===== config.mk =====
export PLATFORM = sky130hd
export DESIGN_NAME = omcc_ctrl
export DESIGN_NICKNAME = d
export VERILOG_FILES = /design/src/omcc_pkg.sv /design/src/omcc_ctrl.sv /design/src/omcc_tick_div.sv
export SDC_FILE = /design/constraint.sdc
export NUM_CORES = 1
export LEC_CHECK = 0
export ABC_AREA = 0
export BUFFER_PORTS_ARGS = -buffer_cell sky130_fd_sc_hd__buf_2
export CORE_UTILIZATION = 45
export CTS_CLUSTER_DIAMETER = 100
export DETAILED_ROUTE_END_ITERATION = 16
export PLACE_DENSITY_LB_ADDON = 0.12
export SETUP_SLACK_MARGIN = 0.05
export SLEW_MARGIN = 40
export SYNTH_ARGS = -nofsm -noshare
export SYNTH_HDL_FRONTEND = slang
export SYNTH_SLANG_ARGS = --single-unit

===== constraint.sdc =====
create_clock -name I_CLK -period 1.9 [get_ports I_CLK]
set_input_delay 0.38 -clock I_CLK [delete_from_list [all_inputs] [get_ports I_CLK]]
set_output_delay 0.38 -clock I_CLK [all_outputs]
set_load 0.02 [all_outputs]

===== src/omcc_pkg.sv =====
// constants, types and register map of the operating-mode clock controller
package omcc_pkg;

  // ******************************************
  // register map (word index, byte address = index * 4)
  // ******************************************
  localparam logic [9:0] MODE_IDX = 10'h095;
  localparam logic [9:0] STAT_IDX = 10'h096;
  localparam logic [9:0] CFG_IDX  = 10'h097;

  // field positions
  localparam int HALT_BIT = 1;
  localparam int SLOW_BIT = 2;
  localparam int CPM_LSB  = 3;
  localparam int WAKE_BIT = 0;

  // values after reset
  localparam logic [7:0] MODE_RST = 8'h00;
  localparam logic [7:0] CFG_RST  = 8'h09;

  // cpu power state codes
  localparam logic [1:0] CPM_NORMAL = 2'h0;
  localparam logic [1:0] CPM_SLEEP  = 2'h1;
  localparam logic [1:0] CPM_GREEN  = 2'h2;
  localparam logic [1:0] CPM_RSVD   = 2'h3;

  // ******************************************
  // rates and cycle counts
  // ******************************************
  localparam int CLK_KHZ  = 125000;
  localparam int FAST_KHZ = 16000;
  localparam int SLOW_KHZ = 32;
  // oscillator period in system clocks, rounded up
  localparam int FAST_DIV = (CLK_KHZ + FAST_KHZ - 1) / FAST_KHZ;
  localparam int SLOW_DIV = (CLK_KHZ + SLOW_KHZ - 1) / SLOW_KHZ;
  // oscillator cycles of each wait
  localparam int CFG_TICKS  = 2048;
  localparam int WARM_TICKS = 2048;
  localparam int IRC_TICKS  = 64;

  // ******************************************
  // types
  // ******************************************
  typedef enum logic [2:0] {ST_CFG, ST_WARM, ST_RUN, ST_GREEN, ST_DOWN} omcc_state_e;

  typedef struct packed {
    logic [2:0] rsv_hi;
    logic [1:0] cpm;
    logic       slow_sel;
    logic       halt;
    logic       rsv_lo;
  } omcc_mode_s;

  typedef struct packed {
    logic [3:0] rsv;
    logic       wdt_en;
    logic [1:0] low_div;
    logic       xtal_sel;
  } omcc_cfg_s;

  typedef struct packed {
    logic p0_change;
    logic p1_change;
    logic tmr_ovf;
    logic adc_done;
    logic ext_irq_a;
    logic ext_irq_b;
    logic usb_bus_evt;
    logic usb_xfer_done;
    logic usb_pwr_det;
  } omcc_wake_s;

  typedef struct packed {
    logic cpu_run;
    logic periph_en;
    logic serial_en;
    logic irq_en;
    logic wdt_run;
    logic retain;
  } omcc_gate_s;

endpackage


===== src/omcc_ctrl.sv =====
// operating-mode and oscillator controller with avalon-mm register slave
//
// Function
// - halt bit 1 stops the fast oscillator; slow rc keeps running
// - slow select bit 2 picks high clock (0) or slow rc clock (1)
// - power state field 4:3: 00 normal, 01 sleep, 10 green, 11 reserved
// - halt acts on whichever fast source the configuration selects
// - wait 2048 slow rc periods of configuration before operation
// - after any reset wait 2048 fast oscillator cycles of warm-up
// - crystal wake from power down waits 2048 fast cycles
// - power down stops all oscillators, cpu and interrupts
// - timers and converter follow own enables except in power down
// - serial unit and uart unclocked in slow and green modes
// - green and power down wake on their own source sets
// - after reset release the device enters normal mode
// - wake from power down always returns to normal mode
// - wake from green returns to the mode it came from
// - selecting slow mode leaves the fast oscillator running
// - slow mode instruction rate is slow rc divided by 1, 2, 4, 8
// - sleep bit enters power down; wake clears it and sets wake flag
// - wake flag sticky until cleared; external irq wake leaves it clear
// - power down preserves all register contents
// - fast oscillator halted in normal mode acts as power down, port 1 wake
// - watchdog runs only by its configuration option
// - green bit enters green mode; wake clears it and sets wake flag
// - internal rc wake from power down waits 64 fast cycles
// - wake from green applies no warm-up
//
// Implementation choice: register access over Avalon-MM.
module omcc_ctrl #(
  parameter int P_SLOW_DIV   = omcc_pkg::SLOW_DIV,
  parameter int P_FAST_DIV   = omcc_pkg::FAST_DIV,
  parameter int P_CFG_TICKS  = omcc_pkg::CFG_TICKS,
  parameter int P_WARM_TICKS = omcc_pkg::WARM_TICKS,
  parameter int P_IRC_TICKS  = omcc_pkg::IRC_TICKS
) (
  input  wire logic                I_CLK,
  input  wire logic                I_RST,
  input  wire logic [9:0]          I_AVS_ADDRESS,
  input  wire logic                I_AVS_READ,
  input  wire logic                I_AVS_WRITE,
  input  wire logic [31:0]         I_AVS_WRITEDATA,
  input  wire logic [3:0]          I_AVS_BYTEENABLE,
  output logic [31:0]              O_AVS_READDATA,
  output logic                     O_AVS_WAITREQUEST,
  input  wire omcc_pkg::omcc_wake_s I_WAKE,
  output logic                     O_XTAL_EN,
  output logic                     O_FIRC_EN,
  output logic                     O_SLOW_OSC_EN,
  output logic                     O_SYS_CLK_SLOW,
  output logic                     O_CPU_TICK,
  output logic                     O_EXT_WAKE,
  output omcc_pkg::omcc_gate_s     O_GATES
);

  // ******************************************
  // declarations
  // ******************************************
  omcc_pkg::omcc_state_e state_q;
  omcc_pkg::omcc_state_e state_d;
  omcc_pkg::omcc_mode_s  mode_q;
  omcc_pkg::omcc_cfg_s   cfg_q;
  omcc_pkg::omcc_gate_s  gates_d;
  logic [11:0] cnt_q;
  logic [11:0] warm_lim;
  logic [2:0]  lcnt_q;
  logic        wake_q;
  logic        reset_warm_q;
  logic        noclk_q;
  logic        fast_tick;
  logic        slow_tick;
  logic        fast_on;
  logic        slow_on;
  logic        wake_green;
  logic        wake_down;
  logic        wake_any;
  logic        wake_plain;
  logic        wake_ext;
  logic        bus_req;
  logic        bus_done;
  logic        wr_mode;
  logic        wr_stat;
  logic        wr_cfg;
  logic [31:0] rd_d;
  logic        cpu_tick_d;

  // byte address of a register word index
  function automatic logic [9:0] word_addr(input logic [9:0] idx);
    word_addr = {idx[7:0], 2'b00};
  endfunction

  // ******************************************
  // oscillator models
  // ******************************************
  // power down stops everything; halt stops only the fast source
  assign fast_on = (state_q != omcc_pkg::ST_DOWN) && !mode_q.halt;
  assign slow_on = (state_q != omcc_pkg::ST_DOWN);

  omcc_tick_div #(.DIV(P_FAST_DIV)) u_fast (
    .i_clk  (I_CLK),
    .i_rst  (I_RST),
    .i_en   (fast_on),
    .o_tick (fast_tick)
  );

  omcc_tick_div #(.DIV(P_SLOW_DIV)) u_slow (
    .i_clk  (I_CLK),
    .i_rst  (I_RST),
    .i_en   (slow_on),
    .o_tick (slow_tick)
  );

  // ******************************************
  // avalon-mm slave
  // ******************************************
  // one wait state: a request is seen, then completed on the next edge
  assign bus_req  = I_AVS_READ || I_AVS_WRITE;
  assign bus_done = bus_req && !O_AVS_WAITREQUEST;
  assign wr_mode  = bus_done && I_AVS_WRITE && I_AVS_BYTEENABLE[0]
                    && (I_AVS_ADDRESS == word_addr(omcc_pkg::MODE_IDX));
  assign wr_stat  = bus_done && I_AVS_WRITE && I_AVS_BYTEENABLE[0]
                    && (I_AVS_ADDRESS == word_addr(omcc_pkg::STAT_IDX));
  assign wr_cfg   = bus_done && I_AVS_WRITE && I_AVS_BYTEENABLE[0]
                    && (I_AVS_ADDRESS == word_addr(omcc_pkg::CFG_IDX));

  // read mux; unmapped words read as zero
  always_comb begin
    rd_d = 32'h0000_0000;
    if (I_AVS_ADDRESS == word_addr(omcc_pkg::MODE_IDX)) begin
      rd_d[7:0] = {3'h0, mode_q.cpm, mode_q.slow_sel, mode_q.halt, 1'b0};
    end else if (I_AVS_ADDRESS == word_addr(omcc_pkg::STAT_IDX)) begin
      rd_d[7:0] = {3'h0, fast_on, 3'(state_q), wake_q};
    end else if (I_AVS_ADDRESS == word_addr(omcc_pkg::CFG_IDX)) begin
      rd_d[7:0] = {4'h0, cfg_q.wdt_en, cfg_q.low_div, cfg_q.xtal_sel};
    end
  end

  // waitrequest rests high so nothing completes before decode
  always_ff @(posedge I_CLK or posedge I_RST) begin
    if (I_RST) begin
      O_AVS_WAITREQUEST <= 1'b1;
      O_AVS_READDATA    <= 32'h0000_0000;
    end else begin
      O_AVS_WAITREQUEST <= !(bus_req && O_AVS_WAITREQUEST);
      if (I_AVS_READ && O_AVS_WAITREQUEST) begin
        O_AVS_READDATA <= rd_d;
      end
    end
  end

  // ******************************************
  // wake detection
  // ******************************************
  assign wake_ext = I_WAKE.ext_irq_a || I_WAKE.ext_irq_b;

  // green takes timer 0 and converter too, plus usb transaction completion
  assign wake_green = (state_q == omcc_pkg::ST_GREEN) &&
                      (I_WAKE.p0_change || I_WAKE.p1_change || I_WAKE.tmr_ovf ||
                       I_WAKE.adc_done || wake_ext || I_WAKE.usb_bus_evt ||
                       I_WAKE.usb_xfer_done || I_WAKE.usb_pwr_det);

  // a halted clock in normal mode only listens to port 1
  assign wake_down = (state_q == omcc_pkg::ST_DOWN) &&
                     (noclk_q ? I_WAKE.p1_change :
                      (I_WAKE.p0_change || I_WAKE.p1_change || wake_ext ||
                       I_WAKE.usb_bus_evt || I_WAKE.usb_pwr_det));

  assign wake_any = wake_green || wake_down;

  // only an external interrupt wake leaves the wake flag alone
  assign wake_plain = wake_any && !(wake_ext && !(I_WAKE.p0_change || I_WAKE.p1_change ||
                      I_WAKE.tmr_ovf || I_WAKE.adc_done || I_WAKE.usb_bus_evt ||
                      I_WAKE.usb_xfer_done || I_WAKE.usb_pwr_det));

  // ******************************************
  // mode register
  // ******************************************
  // hardware clearing on wake is applied after a same-cycle write
  always_ff @(posedge I_CLK or posedge I_RST) begin
    if (I_RST) begin
      mode_q <= omcc_pkg::MODE_RST;
    end else begin
      if (wr_mode) begin
        mode_q.halt     <= I_AVS_WRITEDATA[omcc_pkg::HALT_BIT];
        mode_q.slow_sel <= I_AVS_WRITEDATA[omcc_pkg::SLOW_BIT];
        if (I_AVS_WRITEDATA[omcc_pkg::CPM_LSB +: 2] != omcc_pkg::CPM_RSVD) begin
          mode_q.cpm <= I_AVS_WRITEDATA[omcc_pkg::CPM_LSB +: 2];
        end
      end
      if (wake_any) begin
        mode_q.cpm <= omcc_pkg::CPM_NORMAL;
      end
      if (wake_down) begin
        // restart the fast clock and come back in normal mode
        mode_q.slow_sel <= 1'b0;
        mode_q.halt     <= 1'b0;
      end
    end
  end

  // configuration options; reserved bits ignored
  always_ff @(posedge I_CLK or posedge I_RST) begin
    if (I_RST) begin
      cfg_q <= omcc_pkg::CFG_RST;
    end else if (wr_cfg) begin
      cfg_q <= {4'h0, I_AVS_WRITEDATA[3:0]};
    end
  end

  // sticky wake flag, write one to clear; a new wake wins the clear
  always_ff @(posedge I_CLK or posedge I_RST) begin
    if (I_RST) begin
      wake_q <= 1'b0;
    end else if (wake_plain) begin
      wake_q <= 1'b1;
    end else if (wr_stat && I_AVS_WRITEDATA[omcc_pkg::WAKE_BIT]) begin
      wake_q <= 1'b0;
    end
  end

  // ******************************************
  // mode sequencer
  // ******************************************
  // reset warm-up and crystal wake use the long count
  assign warm_lim = (reset_warm_q || cfg_q.xtal_sel) ? 12'(P_WARM_TICKS - 1)
                                                    : 12'(P_IRC_TICKS - 1);

  always_comb begin
    state_d = state_q;
    case (state_q)
      omcc_pkg::ST_CFG: begin
        if (slow_tick && cnt_q == 12'(P_CFG_TICKS - 1)) begin
          state_d = omcc_pkg::ST_WARM;
        end
      end
      omcc_pkg::ST_WARM: begin
        if (fast_tick && cnt_q == warm_lim) begin
          state_d = omcc_pkg::ST_RUN;
        end
      end
      omcc_pkg::ST_RUN: begin
        if (mode_q.cpm == omcc_pkg::CPM_SLEEP) begin
          state_d = omcc_pkg::ST_DOWN;
        end else if (mode_q.cpm == omcc_pkg::CPM_GREEN) begin
          state_d = omcc_pkg::ST_GREEN;
        end else if (mode_q.halt && !mode_q.slow_sel) begin
          state_d = omcc_pkg::ST_DOWN;
        end
      end
      omcc_pkg::ST_GREEN: begin
        if (wake_green) begin
          state_d = omcc_pkg::ST_RUN;
        end
      end
      omcc_pkg::ST_DOWN: begin
        if (wake_down) begin
          state_d = omcc_pkg::ST_WARM;
        end
      end
      default: begin
        state_d = omcc_pkg::ST_CFG;
      end
    endcase
  end

  always_ff @(posedge I_CLK or posedge I_RST) begin
    if (I_RST) begin
      state_q <= omcc_pkg::ST_CFG;
    end else begin
      state_q <= state_d;
    end
  end

  // wait counter restarts on every state change
  always_ff @(posedge I_CLK or posedge I_RST) begin
    if (I_RST) begin
      cnt_q <= 12'h000;
    end else if (state_d != state_q) begin
      cnt_q <= 12'h000;
    end else if ((state_q == omcc_pkg::ST_CFG && slow_tick) ||
                 (state_q == omcc_pkg::ST_WARM && fast_tick)) begin
      cnt_q <= cnt_q + 12'h001;
    end
  end

  // remembers whether the warm-up follows a reset or a wake
  always_ff @(posedge I_CLK or posedge I_RST) begin
    if (I_RST) begin
      reset_warm_q <= 1'b1;
    end else if (state_q == omcc_pkg::ST_WARM && state_d == omcc_pkg::ST_RUN) begin
      reset_warm_q <= 1'b0;
    end
  end

  // power down reached through a halted fast clock
  always_ff @(posedge I_CLK or posedge I_RST) begin
    if (I_RST) begin
      noclk_q <= 1'b0;
    end else if (state_q == omcc_pkg::ST_RUN && state_d == omcc_pkg::ST_DOWN) begin
      noclk_q <= (mode_q.cpm != omcc_pkg::CPM_SLEEP);
    end
  end

  // ******************************************
  // instruction rate
  // ******************************************
  // slow rc ticks divided by 1, 2, 4 or 8
  always_ff @(posedge I_CLK or posedge I_RST) begin
    if (I_RST) begin
      lcnt_q <= 3'h0;
    end else if (slow_tick) begin
      lcnt_q <= lcnt_q + 3'h1;
    end
  end

  always_comb begin
    cpu_tick_d = 1'b0;
    if (state_q == omcc_pkg::ST_RUN) begin
      if (mode_q.slow_sel) begin
        cpu_tick_d = slow_tick && ((lcnt_q & ((3'h1 << cfg_q.low_div) - 3'h1)) == 3'h0);
      end else begin
        cpu_tick_d = fast_tick;
      end
    end
  end

  // ******************************************
  // gates and outputs
  // ******************************************
  always_comb begin
    gates_d           = '0;
    gates_d.cpu_run   = (state_q == omcc_pkg::ST_RUN);
    gates_d.periph_en = (state_q == omcc_pkg::ST_RUN) ||
                        (state_q == omcc_pkg::ST_GREEN);
    gates_d.serial_en = (state_q == omcc_pkg::ST_RUN) && !mode_q.slow_sel;
    gates_d.irq_en    = (state_q == omcc_pkg::ST_RUN) ||
                        (state_q == omcc_pkg::ST_GREEN);
    gates_d.wdt_run   = cfg_q.wdt_en;
    gates_d.retain    = (state_q == omcc_pkg::ST_DOWN);
  end

  // every output leaves from a flip-flop
  always_ff @(posedge I_CLK or posedge I_RST) begin
    if (I_RST) begin
      O_XTAL_EN      <= 1'b0;
      O_FIRC_EN      <= 1'b0;
      O_SLOW_OSC_EN  <= 1'b0;
      O_SYS_CLK_SLOW <= 1'b0;
      O_CPU_TICK     <= 1'b0;
      O_EXT_WAKE     <= 1'b0;
      O_GATES        <= '0;
    end else begin
      O_XTAL_EN      <= fast_on && cfg_q.xtal_sel;
      O_FIRC_EN      <= fast_on && !cfg_q.xtal_sel;
      O_SLOW_OSC_EN  <= slow_on;
      O_SYS_CLK_SLOW <= mode_q.slow_sel && (state_q == omcc_pkg::ST_RUN ||
                                            state_q == omcc_pkg::ST_GREEN);
      O_CPU_TICK     <= cpu_tick_d;
      O_EXT_WAKE     <= wake_any && wake_ext;
      O_GATES        <= gates_d;
    end
  end

  // ******************************************
  // checks
  // ******************************************
  AST_SLEEP_ENTER: assert property (@(posedge I_CLK) disable iff (I_RST)
    state_q == omcc_pkg::ST_RUN && mode_q.cpm == omcc_pkg::CPM_SLEEP |=> state_q == omcc_pkg::ST_DOWN)
    else $error("sleep request did not enter power down");

  AST_GREEN_ENTER: assert property (@(posedge I_CLK) disable iff (I_RST)
    state_q == omcc_pkg::ST_RUN && mode_q.cpm == omcc_pkg::CPM_GREEN |=> state_q == omcc_pkg::ST_GREEN)
    else $error("green request did not enter green mode");

  AST_DOWN_STOPS: assert property (@(posedge I_CLK) disable iff (I_RST)
    state_q == omcc_pkg::ST_DOWN |=> !O_XTAL_EN && !O_FIRC_EN && !O_SLOW_OSC_EN && !O_GATES.irq_en)
    else $error("clocks or interrupts alive in power down");

  AST_DOWN_WAKE: assert property (@(posedge I_CLK) disable iff (I_RST)
    wake_down |=> state_q == omcc_pkg::ST_WARM && !mode_q.slow_sel && mode_q.cpm == omcc_pkg::CPM_NORMAL)
    else $error("power down wake did not return toward normal mode");

  AST_GREEN_BACK: assert property (@(posedge I_CLK) disable iff (I_RST)
    wake_green |=> state_q == omcc_pkg::ST_RUN && mode_q.slow_sel == $past(mode_q.slow_sel))
    else $error("green wake changed the previous mode");

  AST_WAKE_FLAG: assert property (@(posedge I_CLK) disable iff (I_RST)
    wake_any && !wake_ext |=> wake_q)
    else $error("wake flag not set on wake");

  AST_EXT_NOFLAG: assert property (@(posedge I_CLK) disable iff (I_RST)
    wake_any && !wake_plain && !wake_q |=> !wake_q && O_EXT_WAKE)
    else $error("external wake touched the wake flag");

  AST_RSVD_CODE: assert property (@(posedge I_CLK) disable iff (I_RST)
    wr_mode && I_AVS_WRITEDATA[4:3] == omcc_pkg::CPM_RSVD && !wake_any |=> mode_q.cpm == $past(mode_q.cpm))
    else $error("reserved power state code was stored");

  AST_HALT_STOP: assert property (@(posedge I_CLK) disable iff (I_RST)
    mode_q.halt |=> !O_XTAL_EN && !O_FIRC_EN)
    else $error("fast oscillator enabled while halted");

  AST_SERIAL_OFF: assert property (@(posedge I_CLK) disable iff (I_RST)
    (state_q == omcc_pkg::ST_RUN && mode_q.slow_sel) || state_q == omcc_pkg::ST_GREEN |=> !O_GATES.serial_en)
    else $error("serial clock on in slow or green mode");

  AST_WDT_OPT: assert property (@(posedge I_CLK) disable iff (I_RST)
    1'b1 |=> O_GATES.wdt_run == $past(cfg_q.wdt_en))
    else $error("watchdog run differs from its option");

endmodule // omcc_ctrl


===== src/omcc_tick_div.sv =====
// oscillator model: one-cycle tick every DIV system clocks while enabled
module omcc_tick_div #(
  parameter int DIV = 8
) (
  input  wire logic i_clk,
  input  wire logic i_rst,
  input  wire logic i_en,
  output logic      o_tick
);

  localparam int W = $clog2(DIV + 1);

  logic [W-1:0] cnt_q;

  // a stopped oscillator restarts its phase from zero
  always_ff @(posedge i_clk or posedge i_rst) begin
    if (i_rst) begin
      cnt_q  <= '0;
      o_tick <= 1'b0;
    end else if (!i_en) begin
      cnt_q  <= '0;
      o_tick <= 1'b0;
    end else if (cnt_q == W'(DIV - 1)) begin
      cnt_q  <= '0;
      o_tick <= 1'b1;
    end else begin
      cnt_q  <= cnt_q + 1'b1;
      o_tick <= 1'b0;
    end
  end

endmodule // omcc_tick_div

==> out/qor.yml <==
place:
  gp_congestion: 0.7840
  portBuffers: 46
  hpwlAfterDp_mm: 5.164
pwr:
  switching_power_uw: 833.2
  leakage_uw: 0.001964
  intPower_uw: 2215
  clkPwrFrac: 0.382
  total_power_uw: 3048
  seqPwrFrac: 0.496
  swShare: 0.2734
  p_comb_frac: 0.122
  peakVddDrop_v: 0.0003480
  p_per_area_mw_per_mm2: 743.0
worst_hold_path:
  hold_path.class: "in2async"
sta:
  skew_ns: 0.008799
  rsz0062_at_grt: "true"
  drv_slew: 0
  tightest_slew_ns: 0.5368
  period_minus_slack_ns: 2.013
  min_period_over_period: 1.059
  relSlewSlack: 0.6414
  hold_viol: 0
  fmax_mhz: 496.9
  fin_ws_ns: -0.1126
  finalSetupViolCount: 12
floorplanning:
  start_util: 0.4681
  die_x_um: 89.09
  rows: 31
  boundaryPins: 104
  coreArea_sq_mm: 0.007292
  dieArea_sq_mm: 0.007937
  die_h_um: 89.09
job:
  cap_violations: 0
worst_setup_path:
  worst_path_max_delay_cell: "or4_4"
  crit_chain: "or4_4, nor4_4, o2111ai_4, a211oi_4, buf_6, nor4_2"
  r2r_cells: 6
  slowest_delay_ns: 0.54
  critPathRequiredTime_ns: 2.12
  r2r_start: "reset_warm_q$_DFFE_PP1P_"
  cp-end-kind: "flip-flop"
  critPathArrivalTime_ns: 2.24
  worst-path-max-fanout: 8
  r2r-end: "cnt_q[2]$_DFFE_PP0P_"
  rrSetupSlack_ns: -0.11
  cp-start-kind: "flip-flop"
  crit_type: "reg2reg"
routing:
  routed_wl_mm: 6.855
  drt_iter0_drc: 75
  drt-wirelength-per-cell_um: 13.41
  avgViaCountPerCell: 5.023
  vias: 2567
  firstDrtPassIters: 4
  ant_nets: 0
  drt_drc_violations_left: 0
status:
  failed_checks: "setup timing"
  status: "complete, but fails checks"
logic_synthesis:
  synthCells: 328
  synth_top_area_cell: "dfrtp_1"
  synth-edff-count: 0
  synth_cell_types: 53
  yosys-top-cells-count: "dfrtp_1 (60), nor2_1 (35), buf_4 (28), nand2_1 (24), nand3_1 (17)"
  async_flop_share: 1.000
  ys_ff_latch: 64
  mappedNetlistArea_sq_mm: 0.003413
  synth_area_leaders: "dfrtp_1 (44%), buf_4 (6.2%), nor2_1 (3.8%)"
  synth_top_flop_cell: "dfrtp_1"
  yosysMostFrequentCell: "dfrtp_1"
  yosysWarnings: 0
  syn_area_per_cell_sq_um: 10.41
  ys_seq_area_frac: 0.4707
  synth_top_area_share: 0.4399
clocking:
  cts_hold_buf: 0
  htree_levels: 3
  cts_inserted_buffers: 9
  cts_tree: "built"
  root_buffer: "clkbuf_8"
  cts_sinks: 64
  clk_pin_slew_worst_paths_ns: 0.07
  clkLatencyLatePin_ns: 0.34
  clockBufferDepth: 2
global_route:
  antenna_found_initial: 0
  grt_pass1_wl_mm: 11.39
  grt_pass1_vias: 2474
  grt_max_degree: 32
  overflow: 0
  grt_usage: 0.1905
finish:
  finish.utilization: 0.5626
  nets: 471
  area_growth_pct: 20.20
  n_antenna_cell: 0
  regArea_sq_mm: 0.001607
  multiInputGateArea_sq_mm: 0.001627
  drive_gt1_frac: 0.3131
  fillCellCount: 687
[critical path, delay by kind of cell, from the launching register on]
kind | cells | cell delay (ns)
simple gates | 3 | 0.81
buf+inv | 1 | 0.19
flops | 1 | 0.37
compound gates | 2 | 0.52
[layout by cell type, fill, tap and decap left out, types with 4 or more instances in the layout]
master	synthesis	final
clkbuf_8	0	9
dfstp_2	4	4
nand2_1	24	24
ha_1	5	5
nor2b_1	5	5
nand2b_1	4	4
buf_2	4	46
conb_1	1	27
nor2_1	35	35
o21ai_0	8	8
xor2_1	12	12
buf_4	28	30
and3_1	5	5
mux2_2	7	7
dfrtp_1	60	60
xnor2_1	11	11
mux2i_1	6	6
nor3_1	12	12
and2_1	5	5
a21oi_1	9	9
nor4_2	10	10
nand4_1	5	5
nand3_1	17	17
[metal layers]
| metal | part of all wire | global-route usage | vias up | wire, um |
|---|---|---|---|---|
| li1 | - | - | 1252 | - |
| met1 | 0.47 | 0.2462 | 1222 | 3188 |
| met2 | 0.46 | 0.3123 | 78 | 3172 |
| met3 | 0.051 | 0.04247 | 15 | 347 |
| met4 | 0.021 | 0.07359 | 0 | 146 |
| met5 | 0 | 0 | - | 0 |
[power groups by stage]
stage	registers [uW]	clock network [uW]	logic, uW
3_5_place_dp	1530	0	374
2_1_floorplan	1520	0	312
6_report	1510	1160	373
5_1_grt	1520	1250	426
4_1_cts	1510	1190	378
3_3_place_gp	1530	0	367
[per-stage QoR]
step                      setup WS (ns)  cell area (sq um)  cells  TNS (ns)  hold WS [ns]
after floorplan                -0.02883               3515    354   -0.2936        0.3938
after global placement         -0.06077               3886    494   -0.5491        0.3982
after detailed placement        -0.1475               3886    494    -1.352        0.4010
after CTS                       -0.1162               4101    511    -1.252       0.08165
after global routing            -0.1815               4103    511    -2.082        0.1053
final                           -0.1126               4103    511    -1.233       0.07611
[cells by family after synthesis]
| kind of cell | after synthesis | synth area share |
|---|---|---|
| adder cells (fa/ha/maj) | 5 | 0.01833 |
| buffers and inverters | 43 | 0.08394 |
| flip-flops | 64 | 0.4707 |
| multiplexers | 13 | 0.04069 |
| AND/OR/NAND/NOR | 140 | 0.2390 |
| AO/OA/AOI/OAI | 39 | 0.08724 |
| other | 1 | 0.001099 |
| XOR/XNOR | 23 | 0.05902 |
[area by class of cell]
type | count | share of cell area
Clock buffer | 10 | 0.03111
Sequential cell | 64 | 0.3916
Multi-Input combinational cell | 247 | 0.3965
Clock inverter | 6 | 0.01677
Tap cell | 99 | 0.03019
Inverter | 5 | 0.005489
Timing Repair Buffer | 80 | 0.1284
[repair_timing]
item	4_1_cts	5_1_grt
pin swaps	2	0
setup buffers	1	0
endpoints found under the setup margin	12	14
resized for setup	2	1
[worst max path at each step]
| stage | cells past startpoint | startpoint | to | slack (ns) |
|---|---|---|---|---|
| final | 6 | reset_warm_q$_DFFE_PP1P_ | cnt_q[2]$_DFFE_PP0P_ | -0.11 |
| after floorplan | 6 | cnt_q[9]$_DFFE_PP0P_ | cnt_q[0]$_DFFE_PP0P_ | -0.03 |
| after global placement | 6 | reset_warm_q$_DFFE_PP1P_ | cnt_q[8]$_DFFE_PP0P_ | -0.06 |
| after global routing | 6 | reset_warm_q$_DFFE_PP1P_ | cnt_q[9]$_DFFE_PP0P_ | -0.18 |
| after CTS | 6 | reset_warm_q$_DFFE_PP1P_ | cnt_q[2]$_DFFE_PP0P_ | -0.12 |
| after detailed placement | 6 | reset_warm_q$_DFFE_PP1P_ | cnt_q[8]$_DFFE_PP0P_ | -0.15 |
[state kept, by name (all words and copies together), names as in the netlist, 4 cells and up]
| register | count |
|---|---|
| cnt_q | 12 |
| cfg_q | 4 |
| O_GATES | 5 |
| u_slow.cnt_q | 12 |
| O_AVS_READDATA | 5 |
| u_fast.cnt_q | 4 |
| mode_q | 4 |
(Power assumes the default switching activity.)
